File: config.mk
export PLATFORM = sky130hd
export DESIGN_NAME = dewc_top
export DESIGN_NICKNAME = d
export VERILOG_FILES = /design/src/hdl/dewc_pkg.sv /design/src/hdl/dewc_top.sv
export SDC_FILE = /design/constraint.sdc
export NUM_CORES = 2
export LEC_CHECK = 0
export BUFFER_PORTS_ARGS = -buffer_cell sky130_fd_sc_hd__buf_4
export CAP_MARGIN = 10
export CORE_ASPECT_RATIO = 0.75
export CORE_MARGIN = 8
export CORE_UTILIZATION = 30
export DETAILED_ROUTE_END_ITERATION = 7
export HOLD_SLACK_MARGIN = 0.1
export PLACE_DENSITY = 0.49
export SYNTH_ARGS = -nofsm -noshare
export SYNTH_HDL_FRONTEND = slang
export SYNTH_SLANG_ARGS = --single-unit
File: constraint.sdc
create_clock -name REF_CLK_I -period 2.99 [get_ports REF_CLK_I]
set_input_delay 0.1495 -clock REF_CLK_I [delete_from_list [all_inputs] [get_ports REF_CLK_I]]
set_output_delay 0.1495 -clock REF_CLK_I [all_outputs]
set_load 0.005 [all_outputs]
File: src/hdl/dewc_pkg.sv
// ==========================================================================
// shared constants for the data eeprom write controller
// ==========================================================================
package dewc_pkg;

    // ======================================================================
    // geometry
    // ======================================================================
    localparam int ADDR_W  = 7;   // 128 bytes of data eeprom
    localparam int ROW_W   = 2;   // four rows
    localparam int COL_W   = 5;   // 32 bytes per row
    localparam int ROW_LEN = 32;  // number of data latches
    localparam int MEM_LEN = 128;

    // ======================================================================
    // apb register offsets (byte addresses)
    // ======================================================================
    localparam logic [7:0] OFS_EECS  = 8'h00; // eeprom_control_status
    localparam logic [7:0] OFS_FCS   = 8'h04; // flash_control_status
    localparam logic [7:0] OFS_STAT  = 8'h08; // block state, read only
    localparam logic [7:0] OFS_PINC  = 8'h0c; // serial clock pin control

    // ======================================================================
    // field positions and reset values
    // ======================================================================
    localparam int EE_PGM_BIT    = 0;  // eeprom_program_bit
    localparam int EE_LAT_BIT    = 1;  // eeprom_latch_access_bit
    localparam int FL_PGM_BIT    = 0;  // flash_program_bit
    localparam int FL_LAT_BIT    = 1;  // flash_latch_bit
    localparam int FL_OPT_BIT    = 2;  // flash_option_select_bit
    localparam int PIN_OE_BIT    = 0;
    localparam int PIN_OUT_BIT   = 1;
    localparam logic [7:0] EECS_RST = 8'h00;
    localparam logic [2:0] FCS_RST  = 3'h0;
    localparam logic [1:0] PINC_RST = 2'h0;

    // ======================================================================
    // unlock keys and timing
    // ======================================================================
    localparam logic [7:0] UNLOCK_KEY1 = 8'h56;
    localparam logic [7:0] UNLOCK_KEY2 = 8'hae;
    localparam logic [7:0] ERASED_BYTE = 8'hff;
    localparam int         PROG_CYCLES_DFLT = 1000; // self-timed cycle length
    localparam int         CNT_W = 16;

    typedef enum logic [1:0] {
        UNL_LOCKED,
        UNL_KEY1_SEEN,
        UNL_OPEN
    } dewc_unlock_t;

endpackage

File: src/hdl/dewc_top.sv
// Decided for this implementation: the address map and register access over APB.
`timescale 1ns/1ns
`default_nettype none
module dewc_top
    import dewc_pkg::*;
#(
    parameter int PROG_CYCLES = PROG_CYCLES_DFLT
) (
    // clock and reset
    input  wire logic              REF_CLK_I,
    input  wire logic              RST_I,
    // apb slave
    input  wire logic              PSEL_I,
    input  wire logic              PENABLE_I,
    input  wire logic              PWRITE_I,
    input  wire logic [7:0]        PADDR_I,
    input  wire logic [31:0]       PWDATA_I,
    output logic [31:0]            PRDATA_O,
    output logic                   PREADY_O,
    output logic                   PSLVERR_O,
    // eeprom memory port (cpu or programming tool)
    input  wire logic              MEM_SEL_I,
    input  wire logic              MEM_WE_I,
    input  wire logic              MEM_EXT_I,
    input  wire logic [ADDR_W-1:0] MEM_ADDR_I,
    input  wire logic [7:0]        MEM_WDATA_I,
    output logic [7:0]             MEM_RDATA_O,
    output logic                   MEM_RDATA_OE_O,
    // power modes
    input  wire logic              WFI_I,
    input  wire logic              HALT_I,
    output logic                   EE_WAIT_O,
    output logic                   EE_HALT_O,
    output logic                   EE_BUSY_O,
    // options and flash access
    input  wire logic              RP_OPT_I,
    input  wire logic              RP_REMOVE_I,
    input  wire logic              WEP_OPT_I,
    input  wire logic              IAP_MODE_I,
    input  wire logic              FLASH_SECTOR0_I,
    input  wire logic              FLASH_DONE_I,
    output logic                   FLASH_WRITE_OK_O,
    output logic                   FLASH_PGM_O,
    output logic                   FLASH_ERASE_ALL_O,
    // in-circuit programming entry and pin
    input  wire logic              ICP_ENTRY_I,
    input  wire logic              ICP_38_PULSE_I,
    output logic                   FORCE_RC_CLK_O,
    output logic                   OPT_BYTE_DIS_O,
    output logic                   SER_CLK_PIN_O,
    output logic                   SER_CLK_PIN_OE_O,
    output logic                   SER_CLK_PULLUP_O
);

    // ======================================================================
    // state
    // ======================================================================
    localparam logic [CNT_W-1:0] PROG_END = CNT_W'(PROG_CYCLES - 1);

    logic [7:0]       mem_q [MEM_LEN];
    logic [7:0]       lat_data_q [ROW_LEN];
    logic [ROW_LEN-1:0] lat_valid_q;
    logic [ROW_W-1:0] row_q;
    logic             ee_lat_q;
    logic             ee_pgm_q;
    logic [CNT_W-1:0] prog_cnt_q;
    logic             ee_wait_q;
    logic [2:0]       fcs_q;
    dewc_unlock_t     unlock_q;
    logic             wep_q;
    logic             icp_q;
    logic             force_rc_q;
    logic             opt_dis_q;
    logic [1:0]       pinc_q;
    logic [7:0]       rdata_q;
    logic             rdata_oe_q;
    logic [31:0]      prdata_q;
    logic             erase_q;

    // ======================================================================
    // decode
    // ======================================================================
    logic apb_wr;
    logic apb_setup_rd;
    logic mem_block;
    logic mem_rd;
    logic mem_wr;
    logic latch_wr;
    logic prog_done;
    logic halt_abort;
    logic lat_fall;
    logic eecs_wr;
    logic fcs_wr;

    function automatic logic hit(input logic [7:0] a, input logic [7:0] o);
        hit = (a == o);
    endfunction

    // apb write takes effect in the access phase, zero wait states
    assign apb_wr       = PSEL_I && PENABLE_I && PWRITE_I;
    assign apb_setup_rd = PSEL_I && !PENABLE_I && !PWRITE_I;
    assign eecs_wr      = apb_wr && hit(PADDR_I, OFS_EECS);
    assign fcs_wr       = apb_wr && hit(PADDR_I, OFS_FCS);

    // halted memory or a protected tool access sees nothing
    assign mem_block = HALT_I || (RP_OPT_I && MEM_EXT_I);
    assign mem_rd    = MEM_SEL_I && !MEM_WE_I && !mem_block;
    assign mem_wr    = MEM_SEL_I && MEM_WE_I && !mem_block;
    // writes while busy would corrupt the row being committed
    assign latch_wr  = mem_wr && ee_lat_q && !ee_pgm_q;
    assign halt_abort = HALT_I && ee_pgm_q;
    assign prog_done  = ee_pgm_q && !HALT_I && (prog_cnt_q == PROG_END);
    assign lat_fall   = eecs_wr && !ee_pgm_q && ee_lat_q
                        && !PWDATA_I[EE_LAT_BIT];

    // ======================================================================
    // eeprom control/status bits
    // ======================================================================
    always_ff @(posedge REF_CLK_I) begin
        if (RST_I) begin
            ee_lat_q <= EECS_RST[EE_LAT_BIT];
            ee_pgm_q <= EECS_RST[EE_PGM_BIT];
        end else if (prog_done || halt_abort) begin
            ee_lat_q <= 1'b0;
            ee_pgm_q <= 1'b0;
        end else if (eecs_wr && !ee_pgm_q) begin
            // software cannot clear anything while a cycle runs
            ee_lat_q <= PWDATA_I[EE_LAT_BIT];
            ee_pgm_q <= PWDATA_I[EE_PGM_BIT] && PWDATA_I[EE_LAT_BIT]
                        && ee_lat_q;
        end
    end

    // self-timed programming counter
    always_ff @(posedge REF_CLK_I) begin
        if (RST_I || !ee_pgm_q) begin
            prog_cnt_q <= '0;
        end else if (!HALT_I) begin
            prog_cnt_q <= prog_cnt_q + CNT_W'(1);
        end
    end

    // ======================================================================
    // data latches
    // ======================================================================
    always_ff @(posedge REF_CLK_I) begin
        if (RST_I || prog_done || halt_abort || lat_fall || erase_q) begin
            lat_valid_q <= '0;
        end else if (latch_wr) begin
            lat_valid_q[MEM_ADDR_I[COL_W-1:0]] <= 1'b1;
        end
    end

    // repeated writes over-program: the new byte ANDs into the old one
    always_ff @(posedge REF_CLK_I) begin
        if (latch_wr) begin
            if (lat_valid_q[MEM_ADDR_I[COL_W-1:0]]) begin
                lat_data_q[MEM_ADDR_I[COL_W-1:0]] <=
                    lat_data_q[MEM_ADDR_I[COL_W-1:0]] & MEM_WDATA_I;
            end else begin
                lat_data_q[MEM_ADDR_I[COL_W-1:0]] <= MEM_WDATA_I;
            end
        end
    end

    // last write decides the row; software keeps it constant
    always_ff @(posedge REF_CLK_I) begin
        if (RST_I) begin
            row_q <= '0;
        end else if (latch_wr) begin
            row_q <= MEM_ADDR_I[ADDR_W-1:COL_W];
        end
    end

    // ======================================================================
    // cell array: not reset, a reset mid-cycle leaves the row untouched
    // and therefore undefined from the user's point of view
    // ======================================================================
    always_ff @(posedge REF_CLK_I) begin
        if (erase_q) begin
            for (int i = 0; i < MEM_LEN; i++) begin
                mem_q[i] <= ERASED_BYTE;
            end
        end else if (prog_done && !RST_I) begin
            for (int i = 0; i < ROW_LEN; i++) begin
                if (lat_valid_q[i]) begin
                    mem_q[{row_q, COL_W'(i)}] <= lat_data_q[i];
                end
            end
        end
    end

    // ======================================================================
    // read path: registered, never sourced from the latches
    // ======================================================================
    always_ff @(posedge REF_CLK_I) begin
        if (RST_I) begin
            rdata_q    <= '0;
            rdata_oe_q <= 1'b0;
        end else if (mem_rd && !ee_lat_q) begin
            rdata_q    <= mem_q[MEM_ADDR_I];
            rdata_oe_q <= 1'b1;
        end else begin
            rdata_oe_q <= 1'b0;
        end
    end

    // ======================================================================
    // power modes
    // ======================================================================
    always_ff @(posedge REF_CLK_I) begin
        if (RST_I || !WFI_I) begin
            ee_wait_q <= 1'b0;
        end else if (!ee_pgm_q || prog_done) begin
            ee_wait_q <= 1'b1;
        end
    end

    // ======================================================================
    // read-out protection removal: one erase pulse for both memories
    // ======================================================================
    always_ff @(posedge REF_CLK_I) begin
        if (RST_I) begin
            erase_q <= 1'b0;
        end else begin
            erase_q <= RP_REMOVE_I;
        end
    end

    // write/erase strap caught after release and never dropped
    always_ff @(posedge REF_CLK_I) begin
        if (RST_I) begin
            wep_q <= 1'b0;
        end else begin
            wep_q <= wep_q || WEP_OPT_I;
        end
    end

    // ======================================================================
    // flash control register behind the two-key unlock
    // ======================================================================
    always_ff @(posedge REF_CLK_I) begin
        if (RST_I) begin
            unlock_q <= UNL_LOCKED;
        end else if (fcs_wr) begin
            case (unlock_q)
                UNL_LOCKED: begin
                    if (PWDATA_I[7:0] == UNLOCK_KEY1) begin
                        unlock_q <= UNL_KEY1_SEEN;
                    end
                end
                UNL_KEY1_SEEN: begin
                    if (PWDATA_I[7:0] == UNLOCK_KEY2) begin
                        unlock_q <= UNL_OPEN;
                    end else begin
                        unlock_q <= UNL_LOCKED;
                    end
                end
                default: begin
                    unlock_q <= UNL_OPEN;
                end
            endcase
        end
    end

    // software set of the program bit wins over the done clear
    always_ff @(posedge REF_CLK_I) begin
        if (RST_I) begin
            fcs_q <= FCS_RST;
        end else if (fcs_wr && unlock_q == UNL_OPEN) begin
            fcs_q <= PWDATA_I[2:0];
        end else if (FLASH_DONE_I) begin
            fcs_q[FL_PGM_BIT] <= 1'b0;
        end
    end

    // ======================================================================
    // in-circuit entry and serial clock pin
    // ======================================================================
    always_ff @(posedge REF_CLK_I) begin
        if (RST_I) begin
            icp_q      <= 1'b0;
            force_rc_q <= 1'b0;
            opt_dis_q  <= 1'b0;
        end else if (ICP_ENTRY_I) begin
            icp_q      <= 1'b1;
            force_rc_q <= ICP_38_PULSE_I;
            opt_dis_q  <= !ICP_38_PULSE_I;
        end
    end

    always_ff @(posedge REF_CLK_I) begin
        if (RST_I) begin
            pinc_q <= PINC_RST;
        end else if (apb_wr && hit(PADDR_I, OFS_PINC)) begin
            pinc_q <= PWDATA_I[1:0];
        end
    end

    // ======================================================================
    // apb read data, captured in the setup phase
    // ======================================================================
    always_ff @(posedge REF_CLK_I) begin
        if (RST_I) begin
            prdata_q <= '0;
        end else if (apb_setup_rd) begin
            if (hit(PADDR_I, OFS_EECS)) begin
                prdata_q <= {30'h0, ee_lat_q, ee_pgm_q};
            end else if (hit(PADDR_I, OFS_FCS)) begin
                prdata_q <= {29'h0, fcs_q};
            end else if (hit(PADDR_I, OFS_STAT)) begin
                prdata_q <= {25'h0, opt_dis_q, force_rc_q, icp_q, wep_q,
                             RP_OPT_I, HALT_I, ee_wait_q};
            end else if (hit(PADDR_I, OFS_PINC)) begin
                prdata_q <= {30'h0, pinc_q};
            end else begin
                prdata_q <= '0;
            end
        end
    end

    // ======================================================================
    // outputs
    // ======================================================================
    assign PRDATA_O   = prdata_q;
    assign PREADY_O   = 1'b1;
    assign PSLVERR_O  = PSEL_I && PENABLE_I && !(hit(PADDR_I, OFS_EECS)
                        || hit(PADDR_I, OFS_FCS) || hit(PADDR_I, OFS_STAT)
                        || hit(PADDR_I, OFS_PINC));
    assign MEM_RDATA_O    = rdata_q;
    assign MEM_RDATA_OE_O = rdata_oe_q;
    assign EE_WAIT_O  = ee_wait_q;
    assign EE_HALT_O  = HALT_I;
    assign EE_BUSY_O  = ee_pgm_q;
    // sector 0 stays intact under application programming
    assign FLASH_WRITE_OK_O = !wep_q
                              && !(IAP_MODE_I && FLASH_SECTOR0_I)
                              && !(RP_OPT_I && icp_q);
    assign FLASH_PGM_O       = fcs_q[FL_PGM_BIT] && FLASH_WRITE_OK_O;
    assign FLASH_ERASE_ALL_O = erase_q;
    assign FORCE_RC_CLK_O    = force_rc_q;
    assign OPT_BYTE_DIS_O    = opt_dis_q;
    assign SER_CLK_PIN_O     = pinc_q[PIN_OUT_BIT];
    assign SER_CLK_PIN_OE_O  = pinc_q[PIN_OE_BIT];
    assign SER_CLK_PULLUP_O  = !pinc_q[PIN_OE_BIT];

    logic [7:0] rd_ref;
    logic [7:0] and_ref;
    assign rd_ref  = mem_q[MEM_ADDR_I];
    assign and_ref = lat_data_q[MEM_ADDR_I[COL_W-1:0]] & MEM_WDATA_I;
endmodule
`default_nettype wire

==> results.cfg <==
[run_status]
outcome = finished, violations left
failed_checks = setup timing

[worst_setup_path]
critPathSlowestCell = mux2i_1
cpPeakStageDelay_ps = 740
worstPathCellList = buf_8 -> buf_12 -> buf_4 -> mux2i_1 -> o22ai_1 -> buf_4 -> nor4_1 -> o2111ai_1 -> a32o_1
critical_path_class = input port to flop
cp.required_ps = 3670
cp.arrival_ps = 3700
crit_top_cell = buf_4
end_kind = flop
crit_family = buffers and inverters
reg2regPathDepth = 6
cp.depth = 9
critPathMaxFanout = 21
critPathBufInv = 4
startpoint_type = input port

[final_layout]
area_growth_pct = 18.6
instances_no_fill = 7431
nNetsFinal = 4718
fin_area_um2 = 71200
final_layout_size_suffix_gt1_frac = 0.200

[logic_synthesis]
synth_ff_type = edfxtp_1
ys_top_cells_by_count = 1280 x edfxtp_1, 1085 x nand2_1, 265 x mux2i_1
ys_types = 72
synth.most_common_cell = edfxtp_1
ys_ff_latch = 1361
synth-compound-area-share = 0.0538
ys_async_sr_fraction = 0
synth_top_area_cell = edfxtp_1
synth_fa_ha_area_frac = 0.000209
synth_top_family_by_area = multiplexers
synth_simple_gate_area_frac = 0.119
synthXorXnorAreaFrac = 0.00204
muxShareOfSynthArea = 0.124
synth_edf_count = 1280
synth_area_um2 = 60000
netlist_instances = 4260
yosysSeqAreaShare = 0.668
yosysTopAreaCellShare = 0.641
synthTopCellsByArea = edfxtp_1 64%, mux4_2 7.5%, nand2_1 6.8%
avgSynthCellArea_um2 = 14.1
yosys_warnings = 0

[sta]
setup_tns_ps = -36.9
finClkSkew_ps = 39.8
period_minus_slack_ps = 3030
finalWorstSetupSlack_ps = -36.9
hold_viol = 0
worst_pin_slew_ps = 1310
whs_ps = 167
finalSetupViolCount = 1
fin_crit_sh = 1.01
rsz0062_at_grt = false
drv_slew = 0
max_freq_mhz = 330
slew_headroom = 0.125

[routing]
firstDrtPassIters = 6
wire_per_inst_um = 32.6
wirelength_um = 242000
drtIter0Drc = 6678
drt-vias-per-instance = 5.49
ant_nets = 0
drc = 0
vias = 40767

[worst_hold_path]
hold_depth = 2
hp-class = input port to flop

[placement]
numPortBuffers = 76
hpwl_um = 180000
placed_cell_area_um2 = 66100
dp.cells = 7106
place_congestion = 0.999

[floorplanning]
die_h_um = 403
io_pins = 127
dieArea_um2 = 215000
die_width_um = 532
coreArea_um2 = 199000
fp-row-count = 142
initial_core_util = 0.301

[clock_network]
cts_tree = done
clock-root-buffer = clkbuf_16
htree_levels = 4
clk_latency_ps = 800
cts_buffers = 140
clock_path_buffers = 3
clock-sinks = 1361
path_clk_slew_ps = 70

[flow_run]
cap_violations = 0

[global_route]
grt_max_degree = 129
grt_usage = 0.218
gr-total-overflow = 0
grt_pass1_wl_um = 328000
grt_pass1_vias = 38146
antenna_found_initial = 12

[pwr]
power_density_nw_per_um2 = 600
vdd_ir_drop_max_mv = 0.545
leakagePower_nw = 25.2
[flip-flops by register name, indices dropped and copies added (netlist names), 2 cells and up]
signal	count
fcs_q	3
prog_cnt_q	16
row_q	2
PRDATA_O	7
unlock_q	2
MEM_RDATA_O	8
lat_data_q	256
lat_valid_q	32
pinc_q	2
mem_q	1024
[through the flow]
step           setup slack [ps]  utilization  total power [mW]
5_1_grt                    29.9        0.357              43.7
3_5_place_dp               -818        0.332              25.3
3_3_place_gp               -755        0.332              25.3
2_1_floorplan               536            -              23.5
6_report                  -36.9        0.357              42.7
4_1_cts                    55.2        0.357              42.8
[cell type report]
cell class                 instances  area [µm²]
timing repair buffer             562        5130
inverter                          10        37.5
antenna                            8        20.0
sequential                      1361       40100
clock inverter                    70         648
multi-input combinational       2569       18100
clock buffer                     187        3800
tap                             2664        3330
fill                           19155      128000
[per-layer routing]
layer | up-vias | track usage | share of wire
li1 | 16573 | - | -
met1 | 21322 | 0.333 | 0.45
met2 | 2526 | 0.289 | 0.39
met3 | 344 | 0.0710 | 0.13
met4 | 2 | 0.0692 | 0.033
met5 | - | 0 | 0.000054
[where the power goes]
part           internal [mW]  switching [mW]
registers               21.5           0.217
logic                   1.14            2.18
clock network           9.71            7.91
total                   32.4            10.3
[final timing paths]
path	start	end	slack (ps)
worst min-delay path	MEM_WDATA_I[1]	lat_data_q[14][1]$_DFFE_PP_	170
worst max register to register	mem_q[115][2]$_SDFFCE_PN1P_	MEM_RDATA_O[2]$_SDFFE_PP0P_	0
worst min register to register	fcs_q[1]$_SDFFE_PP0P_	fcs_q[1]$_SDFFE_PP0P_	500
worst max-delay path	MEM_ADDR_I[1]	MEM_RDATA_O[2]$_SDFFE_PP0P_	-40
[kinds of logic after synthesis]
logic type / Yosys count
simple gates: 1602
compound gates: 447
other cells: 2
flops: 1361
fa+ha+maj: 1
xor+xnor: 14
mux: 479
buf+inv: 354
[what timing repair did]
action                                  in CTS  in global routing
resized for setup                            6                 17
endpoints found under the hold margin      261                  0
endpoints found under the setup margin      18                162
setup buffers                                0                  1
hold buffers                                59                  0
[placed cells by master (no fill, tap or decap), drive strengths merged, types with 20 or more instances in the layout]
master	instances
nor2b	264
dlygate4sd3	59
clkbuf	187
dfxtp	81
conb	26
buf	503
mux4	208
nor2	95
edfxtp	1280
o22ai	65
o21a	38
nand3	36
nand2	1085
clkinv	50
nand4	21
nor4	20
a21oi	34
a22oi	94
mux2i	265
a21o	128
Power figures use the tool's default switching activity.
